## src/fast_read_defines.svh

```systemverilog
// Opcodes, field positions, reset values and counts of the fast read engine
`ifndef FAST_READ_DEFINES_SVH
`define FAST_READ_DEFINES_SVH

`define OP_QUAD_OUT 8'h6B
`define OP_DUAL_IO 8'hBB
`define OP_QUAD_IO 8'hEB
`define OP_WORD_QIO 8'hE7
`define OP_SET_WRAP 8'h77
`define OP_MODE_RST 8'hFF

`define CMD_BITS 8
`define ADDR_BITS 24
`define MODE_BITS 8
`define WRAP_ARG_CLKS 8
`define SKIP_MATCH 2'h2
`define MODE_SKIP_HI 5
`define MODE_SKIP_LO 4
`define WRAP_FIELD_HI 6
`define WRAP_FIELD_LO 4

`define DUMMY_QUAD_OUT 4'h8
`define DUMMY_QUAD_IO 4'h4
`define DUMMY_WORD_QIO 4'h2

`define WRAP_DIS_RESET 1'b1
`define WRAP_LEN_RESET 2'h0
`define IDLE_BYTE 8'hFF

`define FIFO_WIDTH 8
`define FIFO_DEPTH 4

`endif

```

## src/fast_read_pkg.sv

```systemverilog
// Types shared by the fast read engine and its bench
package fast_read_pkg;

  // Command sequencer phases
  typedef enum logic [2:0] {
    ST_IDLE, ST_CMD, ST_ADDR, ST_MODE, ST_DUMMY, ST_DATA, ST_WRAP, ST_IGNORE
  } seq_state_t;

  // Lane count as a shift amount: 0 one line, 1 two lines, 2 four lines
  typedef logic [1:0] lane_log_t;

  // Stored burst wrap setting
  typedef struct packed {
    logic [1:0] wrap_length;
    logic wrap_disable;
  } wrap_bits_t;

  // Memory read answer
  typedef struct packed {
    logic valid;
    logic [7:0] data;
  } mem_rsp_t;

endpackage

```

## src/byte_fifo.sv

```systemverilog
// Small synchronous FIFO with valid/ready on both sides and a flush
module byte_fifo #(
  parameter int WIDTH = 8,
  parameter int DEPTH = 4
) (
  input wire logic clk, // System clock
  input wire logic reset_n, // Synchronous reset, active low
  input wire logic flush, // Drops all content, wins over a push
  input wire logic in_valid, // Write request
  output logic in_ready, // Not full
  input wire logic [WIDTH-1:0] in_data, // Write data
  output logic out_valid, // Not empty
  input wire logic out_ready, // Pop request
  output logic [WIDTH-1:0] out_data // Head word, from storage flops
);

  localparam int AW = $clog2(DEPTH);

  logic [WIDTH-1:0] mem_q [DEPTH];
  logic [AW-1:0] wr_q;
  logic [AW-1:0] rd_q;
  logic [AW:0] cnt_q;
  logic push;
  logic pop;

  // Full and empty come straight from the fill count
  // Count is one bit wider than the pointers so a full buffer is visible
  assign in_ready = (cnt_q != (AW+1)'(DEPTH)) && !flush;
  assign out_valid = (cnt_q != '0);
  assign out_data = mem_q[rd_q];
  assign push = in_valid && in_ready;
  assign pop = out_valid && out_ready && !flush;

  // Storage
  always_ff @(posedge clk) begin
    if (push) begin
      mem_q[wr_q] <= in_data;
    end
  end

  // Pointers and fill count
  always_ff @(posedge clk) begin
    if (!reset_n || flush) begin
      wr_q <= '0;
      rd_q <= '0;
      cnt_q <= '0;
    end else begin
      if (push) begin
        wr_q <= (wr_q == AW'(DEPTH - 1)) ? '0 : wr_q + 1'b1;
      end
      if (pop) begin
        rd_q <= (rd_q == AW'(DEPTH - 1)) ? '0 : rd_q + 1'b1;
      end
      cnt_q <= cnt_q + (AW+1)'(push) - (AW+1)'(pop);
    end
  end

endmodule // byte_fifo

```

## src/multi_io_fast_read_engine.sv

```systemverilog
// Multi-line fast read engine of a serial flash, sampled on the system clock
// Function
// - Quad output read refused without quad_enable
// - Quad output: serial command, address, eight dummies
// - Input lines ignored during dummy clocks
// - Dual I/O: address and data on two lines
// - Mode byte follows address; bits 5:4 count
// - Skip field 10: next dual read skips command
// - Other skip field: full command next time
// - All-ones mode reset ends continuous mode; mode bits cleared unless the mode byte completed
// - Quad I/O: four lines, four dummy clocks
// - Quad I/O read needs quad_enable
// - Quad I/O continuous read starts with address
// - Wrap confines quad I/O reads to page sections
// - Wrap returns to section start until deselect
// - Three wrap bits: disable and length
// - Word quad read: even address, two dummies
// - Word quad read needs quad_enable
// - Word quad continuous read starts with address
// - Wrap also applies to word quad reads
// - Length codes 8..64 bytes; wrap off at reset
// - Mode reset: eight or sixteen all-one clocks
`include "fast_read_defines.svh"
module multi_io_fast_read_engine
  import fast_read_pkg::*;
(
  input wire logic clk, // System clock, 200 MHz
  input wire logic reset_n, // Synchronous reset, active low
  input wire logic cs_n_pin, // Chip select pin, active low
  input wire logic sclk_pin, // Serial clock pin
  input wire logic [3:0] io_in, // IO line levels
  output logic [3:0] io_out, // IO drive values
  output logic [3:0] io_oe, // IO drive enables, high drives
  input wire logic quad_enable, // Status bit enabling quad reads
  output logic mem_rd_req, // Array read request
  output logic [23:0] mem_rd_addr, // Array read address
  input wire mem_rsp_t mem_rsp, // Array read answer
  output logic cont_mode, // Continuous read mode active
  output wrap_bits_t wrap_bits // Stored wrap setting
);

  // Two-flop synchronisers plus one history flop for edge detection
  logic cs_s1_q, cs_s2_q, cs_s3_q;
  logic ck_s1_q, ck_s2_q, ck_s3_q;
  logic [3:0] io_s1_q, io_s2_q;

  always_ff @(posedge clk) begin
    if (!reset_n) begin
      {cs_s1_q, cs_s2_q, cs_s3_q} <= 3'h7;
      {ck_s1_q, ck_s2_q, ck_s3_q} <= 3'h0;
      io_s1_q <= 4'h0;
      io_s2_q <= 4'h0;
    end else begin
      cs_s1_q <= cs_n_pin;
      cs_s2_q <= cs_s1_q;
      cs_s3_q <= cs_s2_q;
      ck_s1_q <= sclk_pin;
      ck_s2_q <= ck_s1_q;
      ck_s3_q <= ck_s2_q;
      io_s1_q <= io_in;
      io_s2_q <= io_s1_q;
    end
  end

  logic sel, rise, fall, cs_fall, cs_rise;
  assign sel = !cs_s2_q;
  assign rise = sel && ck_s2_q && !ck_s3_q;
  assign fall = sel && !ck_s2_q && ck_s3_q;
  assign cs_fall = !cs_s2_q && cs_s3_q;
  assign cs_rise = cs_s2_q && !cs_s3_q;

  // Lanes used for address and mode of a command
  function automatic lane_log_t addr_lanes(input logic [7:0] op);
    case (op)
      `OP_DUAL_IO: addr_lanes = 2'h1;
      `OP_QUAD_IO, `OP_WORD_QIO, `OP_SET_WRAP: addr_lanes = 2'h2;
      default: addr_lanes = 2'h0;
    endcase
  endfunction

  // Lanes used for read data of a command
  function automatic lane_log_t data_lanes(input logic [7:0] op);
    data_lanes = (op == `OP_DUAL_IO) ? 2'h1 : 2'h2;
  endfunction

  // Dummy clocks of a command after its address or mode byte
  function automatic logic [3:0] dummy_clks(input logic [7:0] op);
    case (op)
      `OP_QUAD_OUT: dummy_clks = `DUMMY_QUAD_OUT;
      `OP_QUAD_IO: dummy_clks = `DUMMY_QUAD_IO;
      `OP_WORD_QIO: dummy_clks = `DUMMY_WORD_QIO;
      default: dummy_clks = 4'h0;
    endcase
  endfunction

  seq_state_t st_q;
  logic [7:0] cmd_q, cont_cmd_q, mode_q;
  logic [31:0] sh_q;
  logic [4:0] cnt_q;
  logic [3:0] dcnt_q;
  logic ones_q, cont_q;
  wrap_bits_t wrap_q;
  lane_log_t alw, dlw;
  logic [31:0] sh_in;
  logic [7:0] cmd_in;
  logic [4:0] addr_last, mode_last;

  assign alw = addr_lanes(cmd_q);
  assign dlw = data_lanes(cmd_q);
  assign cmd_in = {cmd_q[6:0], io_s2_q[0]};
  assign addr_last = 5'(`ADDR_BITS >> alw) - 5'h1;
  assign mode_last = 5'(`MODE_BITS >> alw) - 5'h1;

  // Shift in one, two or four bits, lane 0 being the least significant
  always_comb begin
    case (alw)
      2'h1: sh_in = {sh_q[29:0], io_s2_q[1:0]};
      2'h2: sh_in = {sh_q[27:0], io_s2_q};
      default: sh_in = {sh_q[30:0], io_s2_q[0]};
    endcase
  end

  // Command sequencer, advanced on sampled rising edges of the serial clock
  always_ff @(posedge clk) begin
    if (!reset_n) begin
      st_q <= ST_IDLE;
      cmd_q <= 8'h00;
      cnt_q <= 5'h0;
      dcnt_q <= 4'h0;
      sh_q <= 32'h0;
    end else if (!sel) begin
      st_q <= ST_IDLE;
    end else if (cs_fall) begin
      cnt_q <= 5'h0;
      sh_q <= 32'h0;
      if (cont_q) begin
        st_q <= ST_ADDR;
        cmd_q <= cont_cmd_q;
      end else begin
        st_q <= ST_CMD;
      end
    end else if (rise) begin
      cnt_q <= cnt_q + 5'h1;
      case (st_q)
        ST_CMD: begin
          cmd_q <= cmd_in;
          if (cnt_q == 5'(`CMD_BITS - 1)) begin
            cnt_q <= 5'h0;
            case (cmd_in)
              `OP_QUAD_OUT, `OP_QUAD_IO, `OP_WORD_QIO: begin
                // Quad reads are refused while quad lines are disabled
                st_q <= quad_enable ? ST_ADDR : ST_IGNORE;
              end
              `OP_DUAL_IO: st_q <= ST_ADDR;
              `OP_SET_WRAP: st_q <= ST_WRAP;
              default: st_q <= ST_IGNORE;
            endcase
          end
        end
        ST_ADDR: begin
          sh_q <= sh_in;
          if (cnt_q == addr_last) begin
            cnt_q <= 5'h0;
            dcnt_q <= dummy_clks(cmd_q) - 4'h1;
            st_q <= (cmd_q == `OP_QUAD_OUT) ? ST_DUMMY : ST_MODE;
          end
        end
        ST_MODE: begin
          sh_q <= sh_in;
          if (cnt_q == mode_last) begin
            cnt_q <= 5'h0;
            dcnt_q <= dummy_clks(cmd_q) - 4'h1;
            st_q <= (cmd_q == `OP_DUAL_IO) ? ST_DATA : ST_DUMMY;
          end
        end
        ST_DUMMY: begin
          // Line levels are not looked at here
          dcnt_q <= dcnt_q - 4'h1;
          if (dcnt_q == 4'h0) begin
            st_q <= ST_DATA;
          end
        end
        ST_WRAP: begin
          sh_q <= sh_in;
          if (cnt_q == 5'(`WRAP_ARG_CLKS - 1)) begin
            st_q <= ST_IGNORE;
          end
        end
        default: st_q <= st_q;
      endcase
    end
  end

  // Mode bits and continuous mode, updated when the mode byte completes
  always_ff @(posedge clk) begin
    if (!reset_n) begin
      mode_q <= 8'h00;
      cont_q <= 1'b0;
      cont_cmd_q <= 8'h00;
      ones_q <= 1'b1;
    end else begin
      if (cs_fall) begin
        ones_q <= 1'b1;
      end else if (rise && st_q == ST_ADDR && io_s2_q[0] == 1'b0) begin
        ones_q <= 1'b0;
      end
      if (rise && st_q == ST_MODE && cnt_q == mode_last) begin
        mode_q <= sh_in[7:0];
        cont_q <= (sh_in[`MODE_SKIP_HI:`MODE_SKIP_LO] == `SKIP_MATCH);
        cont_cmd_q <= cmd_q;
      end else if (rise && st_q == ST_CMD && cnt_q == 5'(`CMD_BITS - 1)
                   && cmd_in == `OP_MODE_RST) begin
        mode_q <= 8'h00;
        cont_q <= 1'b0;
      end else if (cs_rise && st_q == ST_ADDR && cont_q && ones_q) begin
        // Deselect mid address after all-ones clocks is the mode reset
        mode_q <= 8'h00;
        cont_q <= 1'b0;
      end
    end
  end

  // Wrap setting, taken from the last byte of the setup argument
  always_ff @(posedge clk) begin
    if (!reset_n) begin
      wrap_q <= '{wrap_length: `WRAP_LEN_RESET,
                  wrap_disable: `WRAP_DIS_RESET};
    end else if (rise && st_q == ST_WRAP
                 && cnt_q == 5'(`WRAP_ARG_CLKS - 1)) begin
      wrap_q <= sh_in[`WRAP_FIELD_HI:`WRAP_FIELD_LO];
    end
  end

  assign cont_mode = cont_q;
  assign wrap_bits = wrap_q;

  // Wrap applies only to quad I/O and word quad I/O reads
  logic wrap_on;
  logic [23:0] wrap_mask;
  assign wrap_on = !wrap_q.wrap_disable
                   && (cmd_q == `OP_QUAD_IO || cmd_q == `OP_WORD_QIO);
  assign wrap_mask = (24'h000008 << wrap_q.wrap_length) - 24'h000001;

  // Next array address, modulo the section when wrapping
  function automatic logic [23:0] next_addr(input logic [23:0] a,
                                            input logic on,
                                            input logic [23:0] m);
    logic [23:0] inc;
    inc = a + 24'h1;
    next_addr = on ? ((a & ~m) | (inc & m)) : inc;
  endfunction

  // Array prefetch into the byte buffer; one request outstanding at a time
  logic fetch_on_q, busy_q, stale_q;
  logic [23:0] fetch_q;
  logic fifo_in_ready, fifo_out_valid, fifo_pop, flush;
  logic [7:0] fifo_out_data;
  logic addr_done;

  assign flush = !sel;
  assign addr_done = rise && st_q == ST_ADDR && cnt_q == addr_last;
  // Stalls while the buffer is full, so a slow host only slows the fetch
  assign mem_rd_req = fetch_on_q && fifo_in_ready && !busy_q && sel;
  assign mem_rd_addr = fetch_q;

  always_ff @(posedge clk) begin
    if (!reset_n) begin
      fetch_on_q <= 1'b0;
      fetch_q <= 24'h0;
      busy_q <= 1'b0;
      stale_q <= 1'b0;
    end else begin
      if (mem_rsp.valid) begin
        busy_q <= 1'b0;
        stale_q <= 1'b0;
      end else if (mem_rd_req) begin
        busy_q <= 1'b1;
      end
      // An answer still on its way when the frame ends is dropped
      if (flush && (busy_q || mem_rd_req) && !mem_rsp.valid) begin
        stale_q <= 1'b1;
      end
      if (flush) begin
        fetch_on_q <= 1'b0;
      end else if (addr_done) begin
        fetch_on_q <= 1'b1;
        fetch_q <= sh_in[23:0];
      end else if (mem_rd_req) begin
        fetch_q <= next_addr(fetch_q, wrap_on, wrap_mask);
      end
    end
  end

  byte_fifo #(
    .WIDTH(`FIFO_WIDTH),
    .DEPTH(`FIFO_DEPTH)
  ) u_buf (
    .clk(clk),
    .reset_n(reset_n),
    .flush(flush),
    .in_valid(mem_rsp.valid && fetch_on_q && !stale_q),
    .in_ready(fifo_in_ready),
    .in_data(mem_rsp.data),
    .out_valid(fifo_out_valid),
    .out_ready(fifo_pop),
    .out_data(fifo_out_data)
  );

  // Data shifter, driven on sampled falling edges of the serial clock
  logic [7:0] oreg_q;
  logic [2:0] obit_q;
  logic [7:0] byte_now;
  logic [3:0] lane_mask;

  assign fifo_pop = fall && st_q == ST_DATA && obit_q == 3'h0;
  // An empty buffer shows as erased data rather than stalling the host
  assign byte_now = fifo_out_valid ? fifo_out_data : `IDLE_BYTE;
  assign lane_mask = (dlw == 2'h1) ? 4'h3 : 4'hF;

  always_ff @(posedge clk) begin
    if (!reset_n || !sel) begin
      oreg_q <= 8'h00;
      obit_q <= 3'h0;
      io_out <= 4'h0;
      io_oe <= 4'h0;
    end else if (fall && st_q == ST_DATA) begin
      io_oe <= lane_mask;
      if (obit_q == 3'h0) begin
        obit_q <= (dlw == 2'h1) ? 3'h3 : 3'h1;
        if (dlw == 2'h1) begin
          io_out <= {2'h0, byte_now[7:6]};
          oreg_q <= {byte_now[5:0], 2'h0};
        end else begin
          io_out <= byte_now[7:4];
          oreg_q <= {byte_now[3:0], 4'h0};
        end
      end else begin
        obit_q <= obit_q - 3'h1;
        if (dlw == 2'h1) begin
          io_out <= {2'h0, oreg_q[7:6]};
          oreg_q <= {oreg_q[5:0], 2'h0};
        end else begin
          io_out <= oreg_q[7:4];
          oreg_q <= {oreg_q[3:0], 4'h0};
        end
      end
    end
  end

  property p_quad_refused;
    @(posedge clk) disable iff (!reset_n)
    (rise && st_q == ST_CMD && cnt_q == 5'h7 && !quad_enable
     && cmd_in == `OP_QUAD_OUT) |=> st_q == ST_IGNORE;
  endproperty
  a_quad_refused: assert property (p_quad_refused)
    else $error("quad output read taken without quad_enable");

  property p_qio_refused;
    @(posedge clk) disable iff (!reset_n)
    (rise && st_q == ST_CMD && cnt_q == 5'h7 && !quad_enable
     && (cmd_in == `OP_QUAD_IO || cmd_in == `OP_WORD_QIO))
    |=> st_q == ST_IGNORE ##1 io_oe == 4'h0;
  endproperty
  a_qio_refused: assert property (p_qio_refused)
    else $error("quad I/O read taken without quad_enable");

  property p_dummy_quiet;
    @(posedge clk) disable iff (!reset_n)
    st_q == ST_DUMMY |-> io_oe == 4'h0 && !fifo_pop;
  endproperty
  a_dummy_quiet: assert property (p_dummy_quiet)
    else $error("lines driven during dummy clocks");

  property p_skip_cmd;
    @(posedge clk) disable iff (!reset_n)
    (cs_fall && cont_q) |=> st_q == ST_ADDR && cmd_q == $past(cont_cmd_q);
  endproperty
  a_skip_cmd: assert property (p_skip_cmd)
    else $error("continuous read did not start at address");

  property p_leave_cont;
    @(posedge clk) disable iff (!reset_n)
    (rise && st_q == ST_MODE && cnt_q == mode_last
     && sh_in[5:4] != 2'h2) |=> !cont_q ##1 (!cs_fall || st_q != ST_ADDR);
  endproperty
  a_leave_cont: assert property (p_leave_cont)
    else $error("continuous mode kept with other skip field");

  property p_mode_reset;
    @(posedge clk) disable iff (!reset_n)
    (cs_rise && st_q == ST_ADDR && cont_q && ones_q) |=> !cont_q
      && mode_q == 8'h00;
  endproperty
  a_mode_reset: assert property (p_mode_reset)
    else $error("all-ones clocks did not leave continuous mode");

  property p_dual_lanes;
    @(posedge clk) disable iff (!reset_n)
    (st_q == ST_DATA && cmd_q == `OP_DUAL_IO && io_oe != 4'h0)
    |-> io_oe == 4'h3 && io_out[3:2] == 2'h0;
  endproperty
  a_dual_lanes: assert property (p_dual_lanes)
    else $error("dual read drives upper lines");

  property p_word_dummy;
    @(posedge clk) disable iff (!reset_n)
    (rise && st_q == ST_MODE && cnt_q == mode_last && cmd_q == `OP_WORD_QIO)
    |=> st_q == ST_DUMMY && dcnt_q == 4'h1;
  endproperty
  a_word_dummy: assert property (p_word_dummy)
    else $error("word quad read dummy count wrong");

  property p_wrap_section;
    @(posedge clk) disable iff (!reset_n)
    (mem_rd_req && wrap_on && !addr_done && sel) |=>
      (mem_rd_addr & ~wrap_mask) == ($past(mem_rd_addr) & ~$past(wrap_mask));
  endproperty
  a_wrap_section: assert property (p_wrap_section)
    else $error("wrapped read left its section");

endmodule // multi_io_fast_read_engine

```

## config.mk

```make
export PLATFORM = sky130hd
export DESIGN_NAME = multi_io_fast_read_engine
export DESIGN_NICKNAME = d
export VERILOG_FILES = /design/src/fast_read_pkg.sv /design/src/byte_fifo.sv /design/src/multi_io_fast_read_engine.sv
export VERILOG_INCLUDE_DIRS = /design/src
export SDC_FILE = /design/constraint.sdc
export NUM_CORES = 1
export LEC_CHECK = 0
export ABC_AREA = 1
export BUFFER_PORTS_ARGS = -buffer_cell sky130_fd_sc_hd__buf_2
export CELL_PAD_IN_SITES_DETAIL_PLACEMENT = 1
export CELL_PAD_IN_SITES_GLOBAL_PLACEMENT = 2
export CORE_ASPECT_RATIO = 0.9
export CORE_MARGIN = 3
export CORE_UTILIZATION = 38
export DETAILED_ROUTE_END_ITERATION = 10
export HOLD_SLACK_MARGIN = 0.1
export PLACE_DENSITY_LB_ADDON = 0.1
export RECOVER_POWER = 50
export SLEW_MARGIN = 20
export SYNTH_ARGS = -nofsm -noshare
export SYNTH_HDL_FRONTEND = slang
export SYNTH_SLANG_ARGS = --single-unit
```

## constraint.sdc

```tcl
create_clock -name clk -period 7.1 [get_ports clk]
set_clock_uncertainty 0.2 [all_clocks]
set_input_delay 1.42 -clock clk [delete_from_list [all_inputs] [get_ports clk]]
set_output_delay 1.42 -clock clk [all_outputs]
set_load 0.05 [all_outputs]
```

Word-level counts from Yosys, hierarchy flattened --
Memory sizes are Yosys's and may differ from the RTL's. A register that Yosys moved wholly into a read port is not among the register bits. Index checks and enable logic that the tools add are counted. Widths: inputs -> output; s select.
Storage, ports and cells: flip-flop bits (word level) 123, memory bits (writable) 32, output and inout bits 37, memories 1
Cells by class: add/subtract/negate cells 13, equality and inequality tests 35, shift-type cells 3, mux-type cells 69, bitwise logic cells 8, reductions and logical operators 68
Memory list:
- u_buf.mem_q | depth 4, width 8, rd ports 1, clocked after Yosys merged registers in 1, wr ports 1, RTL line byte_fifo.sv:19 | logic [WIDTH-1:0] mem_q [DEPTH];
Operator list (count):
- $mux 24 | 3
- $mux 4 | 18
- $mux 23 | 3
- $mux 8 | 8
- $eq 8x8->1 const B | 7
- $and 24x24->24 | 2
- $pmux 24 s2 | 1
- $logic_and 1x1->1 | 33
- $eq 8x7->1 const B | 4
- $mux 3 | 10
- $mux 5 | 5
- $add 24x1->24 const B | 1
- $not 24->24 | 1
- $or 24x24->24 | 1
- $pmux 4 s3 | 2
- $shl 4x2->24 const A | 1
- $sub 24x1->24 const B | 1
- $pmux 3 s5 | 1
- $pmux 5 s3 | 1
- $mux 2 | 7
- $ne 3x3->1 const B | 4
- $sub 4x1->4 const B | 3
- $eq 5x5->1 | 2
- $reduce_bool 2->1 | 5
- other kinds (34) | 72

Longest topological paths before layout --
Gate-level depths: netlist of run 1.
depth in word-level cells 15, gate-level depth with buffers 20, mapped depth without buffers 19

By module --
Synthesis of run 1 repeated with hierarchy kept, for this count alone.
Unflattened totals: cells, all modules 1080, area total of the unflattened synthesis 8231.6 um^2
By module, submodules not included:
- multi_io_fast_read_engine | times used 1, cells an instance 935, area each 6532.5 um^2, sequential area each 2242.2 um^2
- byte_fifo | times used 1, cells an instance 145, area each 1699.1 um^2, sequential area each 1141.1 um^2

Worst setup path before layout of run 1 --
Ideal clock, no wire load.
path kind input-to-reg, from in mem_rsp[8] (netlist bit), to reg u_buf.cnt_q[2], data arrival time 2743 ps, path slack 4086 ps, cell stages on the path 8, path buffers 0, path through inv_1 -> nor3_1 -> ha_1 -> inv_1 -> fa_1 -> xnor2_1 -> or2_2 -> a21oi_1
Between the ends: cells in the longest elaborated chain, start to end 5
Ends and longest elaborated chain:
- from (decl) | RTL line multi_io_fast_read_engine.sv:37 | input wire mem_rsp_t mem_rsp,
- $logic_and 1x1->1 (2 in series) | RTL line multi_io_fast_read_engine.sv:301 | .in_valid(mem_rsp.valid && fetch_on_q && !stale_q),
- $logic_and 1x1->1 | RTL line byte_fifo.sv:31 | assign push = in_valid && in_ready;
- net u_buf.push | RTL line byte_fifo.sv:23 | logic push;
- $add 3x1->3 | RTL line byte_fifo.sv:54 | cnt_q <= cnt_q + (AW+1)'(push) - (AW+1)'(pop);
- $sub 3x1->3 | RTL line byte_fifo.sv:54
- to (signal assigned) | RTL line byte_fifo.sv:54
- to (decl) | RTL line byte_fifo.sv:22 | logic [AW:0] cnt_q;
The timed path passes the listed nets, and every way through them passes these cells. A chain may end at the register's enable or synchronous reset.

Worst setup path in the final report of run 1 --
from in reset_n, to reg u_buf.wr_q[0]
Between the ends: cells in the longest elaborated chain, start to end 2
Ends and longest elaborated chain:
- from (decl) | RTL line multi_io_fast_read_engine.sv:28 | input wire logic reset_n,
- $logic_not 1->1 | RTL line byte_fifo.sv:43 | if (!reset_n || flush) begin
- $logic_or 1x1->1 | RTL line byte_fifo.sv:43
- to (signal assigned) | RTL line byte_fifo.sv:49 | wr_q <= (wr_q == AW'(DEPTH - 1)) ? '0 : wr_q + 1'b1;
- to (decl) | RTL line byte_fifo.sv:20 | logic [AW-1:0] wr_q;
Every way passes these cells.

==> impl_metrics.ini, run 1 <==
[cells_and_area]
nets = 1172
fillers = 2613
final_common_cell = nand2_1
area_delta_synth_final_pct = 13.0
final_core_util_pct = 44.6
diodes = 0
seqCellArea_sq_mm = 0.00338
final_cell_mix = nand2_1, dfxtp_1, inv_1
drive_gt1_share_pct = 8.02
multiInputGateArea_sq_mm = 0.00401

[timing]
period_share_pct = 70.9
tns_ns = 0
tightest_slew_ns = 2.43
setup_viol_count_final = 0
finalHoldViolCount = 0
max_freq_ghz = 0.199
final_max_slew_viol_count = 94
grt_setup_unrepaired = false
timing.slew.headroom_pct = -61.8
layout_min_cycle_time_ns = 5.03

[setup_path]
slowest_stage = clkbuf_1
cp.required_ns = 7.24
max_stage_delay_ns = 1.72
cp_cell_sequence = buf_2 > clkbuf_1 > clkinv_1 > nor2_1 > inv_1 > a211oi_1
cp-start-kind = input pin
critPathTopFamily = buffers and inverters
cp-end-kind = register
arrival_ns = 5.17
crit_path_max_fanout = 51
path_buf_inv = 4
critical_path_class = input pin to register

[yosys]
synth_seq_cells = 153
yosys_warnings = 0
async_flop_share_pct = 0
ys_seq_area_share_pct = 42.0
synth_edf_count = 32
muxShareOfSynthArea_pct = 0.140
synth-compound-area-share_pct = 15.8
yosys.area_share.adder_pct = 3.20
yosys.area_share.simple_pct = 28.1
synth-main-ff-cell = dfxtp_1
yosys.area_share.xor_xnor_pct = 2.50
synth_top_family_by_area = simple AND/OR/NAND/NOR gates
syn_area_per_cell_sq_um = 7.32
synth_cells = 1100
mappedNetlistArea_sq_mm = 0.00805
synth.net_count = 1138
ys_types = 56

[pwr]
vdd_drop_max_mv = 0.108
p_leak_nw = 3.46
p_per_area_mw_per_mm2 = 205
p_sw_share_pct = 25.9
intPower_mw = 1.38
power_frac_clock_pct = 49.8
p_sw_uw = 482
pwr-share-comb_pct = 2.1
seqPwrFrac_pct = 48.2

[route]
routedWlPerCell_microns = 16.4
drt_iter0_markers = 490
drt-total-wl_mm = 23.4
first_pass_iters = 5
drc = 0
ant_nets = 0
viasPerCell = 5.10
vias = 7277

[die]
die_h_microns = 144
ioPinCount = 55
core_area_sq_mm = 0.0204
initial_core_util_pct = 39.4
die_w_microns = 159
die-area_sq_mm = 0.0230
rows = 49

[global_routing]
grt-ovfl-total = 0
track_usage_pct = 20.9
antenna_found_initial = 0
grt_pass1_vias = 7199
grt_first_pass_wirelength_mm = 38.6
grt_max_degree = 52

[clock_tree]
clkSlewWorstSetupHoldPaths_ns = 0.08
post_cts_buffers = 0
cts_root_buf = clkbuf_16
clock_latency_ns = 0.43
cts_max_path_buffers = 2
ctsResizeCount = 0
htree_levels = 4
cts_tree = yes
cts_num_sinks = 153
holdBufCountCts = 0
cts_made_buffers = 17

[placement]
gp_congestion = 0.819
dp_hpwl_mm = 16.6
io_buffers = 54

[outcome]
violations = capacitance limit, slew limit
outcome = finished, violations left

[run]
drv_cap = 2

[hold_path]
hp-class = register to register
-- power groups by stage --
stage | sequential [mW] | clock, mW | combinational, mW
floorplan | 0.915 | 0 | 0.0253
global placement | 0.919 | 0 | 0.0383
detailed placement | 0.919 | 0 | 0.0391
CTS | 0.899 | 0.957 | 0.0392
global route | 0.900 | 0.999 | 0.0434
finish | 0.899 | 0.928 | 0.0385
-- metal layers --
layer | part of all wire [%] | global-route usage, % | up-vias | wire (microns)
li1 | - | - | 3708 | -
met1 | 53 | 31.3 | 3442 | 12400
met2 | 42 | 31.7 | 119 | 9920
met3 | 4.1 | 3.69 | 8 | 949
met4 | 0.51 | 4.01 | 0 | 119
met5 | 0 | 0 | - | 0
-- tightest hold or removal path, cell delays in order, from the launching register on --
cell and delay (ns):
dfxtp_1 0.31, nand2_1 0.05, inv_1 0.04
-- final timing paths --
check | from | endpoint | slack, ns | cells after the start
max | reset_n | u_buf.wr_q[0]$_SDFFE_PP0P_ | 2.07 | 6
min | io_s1_q[3]$_SDFF_PN0_ | io_s2_q[3]$_SDFF_PN0_ | 0.22 | 2
max reg2reg | cmd_q[4]$_SDFFE_PN0P_ | register | 2.89 | 15
min reg2reg | io_s1_q[3]$_SDFF_PN0_ | io_s2_q[3]$_SDFF_PN0_ | 0.22 | 2
-- cells in the mapped netlist, types with 19 or more instances --
cell,instances,area [sq um]
edfxtp_1,32,961
nand2_1,275,1030
nor3_1,19,95.1
a31oi_1,19,119
nand3_1,66,330
o21ai_0,78,390
clkbuf_1,31,116
dfxtp_1,121,2420
ha_1,19,238
a21oi_1,79,395
inv_1,118,443
nor2_1,94,353
-- area by class of cell --
cell class	count	area share (%)
Inverter	122	5.06
Clock inverter	15	2.20
Sequential cell	153	37.2
Clock buffer	17	4.68
Tap cell	280	3.85
Timing Repair Buffer	62	2.94
Multi-Input combinational cell	778	44.1
-- through the flow --
step	hold slack (ns)	instance area, sq um	setup WS, ns	total power, mW	instances
floorplan	0.190	8050	4.09	0.941	1100
global placement	0.193	8530	3.08	0.957	1395
detailed placement	0.199	8530	2.92	0.958	1395
CTS	0.219	9160	2.91	1.89	1427
global route	0.231	9100	1.60	1.94	1427
finish	0.215	9100	2.07	1.87	1427
-- cell families (layout without fill, tap and decap cells) --
logic type | after synthesis | after routing
fa+ha+maj | 20 | 20
xor+xnor | 23 | 23
compound gates | 223 | 223
mux | 1 | 1
simple gates | 511 | 511
flops | 153 | 153
buf+inv | 169 | 216
Power figures use the tool's default switching activity.
==> run 2, diff against run 1 <==
--- a/config.mk
+++ b/config.mk
@@ -6,13 +6,13 @@
 export SDC_FILE = /design/constraint.sdc
 export NUM_CORES = 1
 export LEC_CHECK = 0
-export ABC_AREA = 1
+export ABC_AREA = 0
 export BUFFER_PORTS_ARGS = -buffer_cell sky130_fd_sc_hd__buf_2
 export CELL_PAD_IN_SITES_DETAIL_PLACEMENT = 1
 export CELL_PAD_IN_SITES_GLOBAL_PLACEMENT = 2
 export CORE_ASPECT_RATIO = 0.9
 export CORE_MARGIN = 3
-export CORE_UTILIZATION = 38
+export CORE_UTILIZATION = 35
 export DETAILED_ROUTE_END_ITERATION = 10
 export HOLD_SLACK_MARGIN = 0.1
 export PLACE_DENSITY_LB_ADDON = 0.1
==> constraint.sdc (replaced) <==
create_clock -name clk -period 4.6 [get_ports clk]
set_clock_uncertainty 0.2 [all_clocks]
set_input_delay 0.92 -clock clk [delete_from_list [all_inputs] [get_ports clk]]
set_output_delay 0.92 -clock clk [all_outputs]
set_load 0.05 [all_outputs]
==> run 2 against run 1 <==
  * Critical path type is now register to register
  * Sequential cell count unchanged
  * Combinational power up 31%
  * The run still ends with capacitance limit, slew limit left
  * Non-clock buffer count up 1
  * Synthesized cell count down 27%
  * Critical endpoint is now cont_mode$_SDFFE_PN0P_
==> impl_metrics.ini, run 2 <==
[die]
core_area_sq_mm = 0.0210
initial_core_util_pct = 36.1
die_w_microns = 161
die-area_sq_mm = 0.0235
ioPinCount = 55
rows = 50
die_h_microns = 146

[setup_path]
arrival_ns = 3.65
r2r_setup_slack_ns = 1.10
rr_worst_depth = 12
r2r-start = cmd_q[3]$_SDFFE_PN0P_
critical_path_class = register to register
reg2reg_to = cont_mode$_SDFFE_PN0P_
cp-start-kind = register
cp.required_ns = 4.75
crit_path_max_fanout = 13
cp-end-kind = register

[global_routing]
track_usage_pct = 18.0
gr-usage-met3_pct = 4.10
grt_pass1_vias = 6339
grt.busiest_layer = met2
antenna_found_initial = 0
grt_max_degree = 89
grt_first_pass_wirelength_mm = 34.1
grt-ovfl-total = 0
grt_use_met2_pct = 29.5
met1_usage_pct = 24.0

[clock_tree]
htree_levels = 4
cts_max_path_buffers = 2
clock_latency_ns = 0.43
holdBufCountCts = 0
cts_made_buffers = 17
clkSlewWorstSetupHoldPaths_ns = 0.08
ctsResizeCount = 0
post_cts_buffers = 0
cts_tree = yes
cts_num_sinks = 153
cts_root_buf = clkbuf_16

[placement]
place_ws_ns = 1.14
dp_hpwl_mm = 14.6
gp_congestion = 0.849
io_buffers = 54

[cells_and_area]
area_delta_synth_final_pct = 13.1
final_cell_mix = dfxtp_1, nor2_1, nand2_1
fillers = 2433
drive_gt1_share_pct = 10.4
final_common_cell = dfxtp_1
diodes = 0
nets = 870

[timing]
finalHoldViolCount = 0
timing.slew.headroom_pct = -7.63
tns_ns = 0
layout_min_cycle_time_ns = 3.50
period_share_pct = 76.0
fin_ws_ns = 1.10
tightest_slew_ns = 1.61
final_max_slew_viol_count = 89
max_freq_ghz = 0.286
grt_setup_unrepaired = false
setup_viol_count_final = 0

[pwr]
p_total_mw = 2.90
p_leak_nw = 2.95
p_per_area_mw_per_mm2 = 338
vdd_drop_max_mv = 0.171

[outcome]
violations = capacitance limit, slew limit
outcome = finished, violations left

[route]
first_pass_iters = 5
drt-total-wl_mm = 20.7
routedWlPerCell_microns = 18.3
vias = 6072
viasPerCell = 5.37
ant_nets = 0
drc = 0
drt_iter0_markers = 277

[yosys]
synth_edf_count = 32
synth_cells = 807
synth.net_count = 845
yosys.area.top_type = dfxtp_1
ys_top_cells_by_count = dfxtp_1, nor2_1, nand2_1, a21oi_1, a22oi_1
synth_area_leaders = dfxtp_1, edfxtp_1, a22oi_1
yosys_warnings = 0
synthMostInstantiatedCell = dfxtp_1
synth-main-ff-cell = dfxtp_1
synth_seq_cells = 153
synth_top_area_share_pct = 31.9
ys_seq_area_share_pct = 44.6
mappedNetlistArea_sq_mm = 0.00759
ys_types = 72
syn_area_per_cell_sq_um = 9.40
async_flop_share_pct = 0

[hold_path]
min-delay-start = cs_s1_q$_SDFF_PN1_
hp-class = register to register
holdPathEnd = cs_s2_q$_SDFF_PN1_
whs_path_depth = 1

[run]
drv_cap = 1
run 2: changes by cell type after synthesis, moves of 24 or more:
cell,delta
o21ai_0,-44
nor2b_1,+36
nand3_1,-45
nand2_1,-205
inv_1,-95
a21oi_1,-24
a22oi_1,+46
run 2: metal layers:
metal,wire [microns],vias up
li1,-,2930
met1,9880,3054
met2,9830,70
met3,682,18
met4,274,0
met5,0,-
run 2: critical path: stages (launching register included):
cell and delay (ns):
dfxtp_1 0.53, nand4b_1 0.31, nor2_1 0.18, buf_4 0.23
inv_1 0.15, ha_1 0.29, xnor2_1 0.23, nor3b_1 0.21
o21ai_0 0.13, a21oi_2 0.21, and4_4 0.39, nand4_1 0.18
o21ai_0 0.19
run 2: worst max path at each step:
| stage | cells after the start | slack, ns | start | end |
|---|---|---|---|---|
| after floorplan | 13 | 1.70 | cmd_q[2]$_SDFFE_PN0P_ | register |
| after global placement | 13 | 1.22 | st_q[2]$_SDFFE_PP0P_ | u_buf.cnt_q[2]$_SDFF_PP0_ |
| after detailed placement | 10 | 1.14 | cmd_q[3]$_SDFFE_PN0P_ | cont_cmd_q[1]$_SDFFE_PN0P_ |
| after CTS | 10 | 1.13 | cmd_q[3]$_SDFFE_PN0P_ | cont_cmd_q[1]$_SDFFE_PN0P_ |
| after global routing | 10 | 0.76 | cmd_q[3]$_SDFFE_PN0P_ | register |
| final | 12 | 1.10 | cmd_q[3]$_SDFFE_PN0P_ | cont_mode$_SDFFE_PN0P_ |
run 2: metrics by stage:
stage	hold slack, ns	cell area (sq um)	std cells	util, %
floorplan	0.186	7590	807	-
global placement	0.215	8020	1099	38.2
detailed placement	0.205	8020	1099	38.2
CTS	0.236	8640	1131	41.1
global route	0.239	8580	1131	40.8
finish	0.223	8580	1131	40.8
run 2: cell families after synthesis:
logic type	share of synthesized area [%]
flops	44.6
buf+inv	4.71
fa+ha+maj	3.40
simple gates	20.4
xor+xnor	4.15
mux	5.98
compound gates	16.8
run 2: where the power goes:
part / leakage [nW] / total, mW / switching, mW / internal (mW)
Combinational: 1.38 / 0.0505 / 0.0326 / 0.0179
Clock: 0.304 / 1.47 / 0.715 / 0.756
Sequential: 1.26 / 1.38 / 0.00441 / 1.37
run 2: cell type report:
| class | instances | area, sq um | share of cell area [%] |
|---|---|---|---|
| Clock buffer | 17 | 425 | 4.96 |
| Clock inverter | 15 | 199 | 2.32 |
| Inverter | 23 | 86.3 | 1.01 |
| Multi-Input combinational cell | 574 | 3850 | 44.9 |
| Sequential cell | 153 | 3380 | 39.4 |
| Tap cell | 286 | 358 | 4.17 |
| Timing Repair Buffer | 63 | 279 | 3.25 |
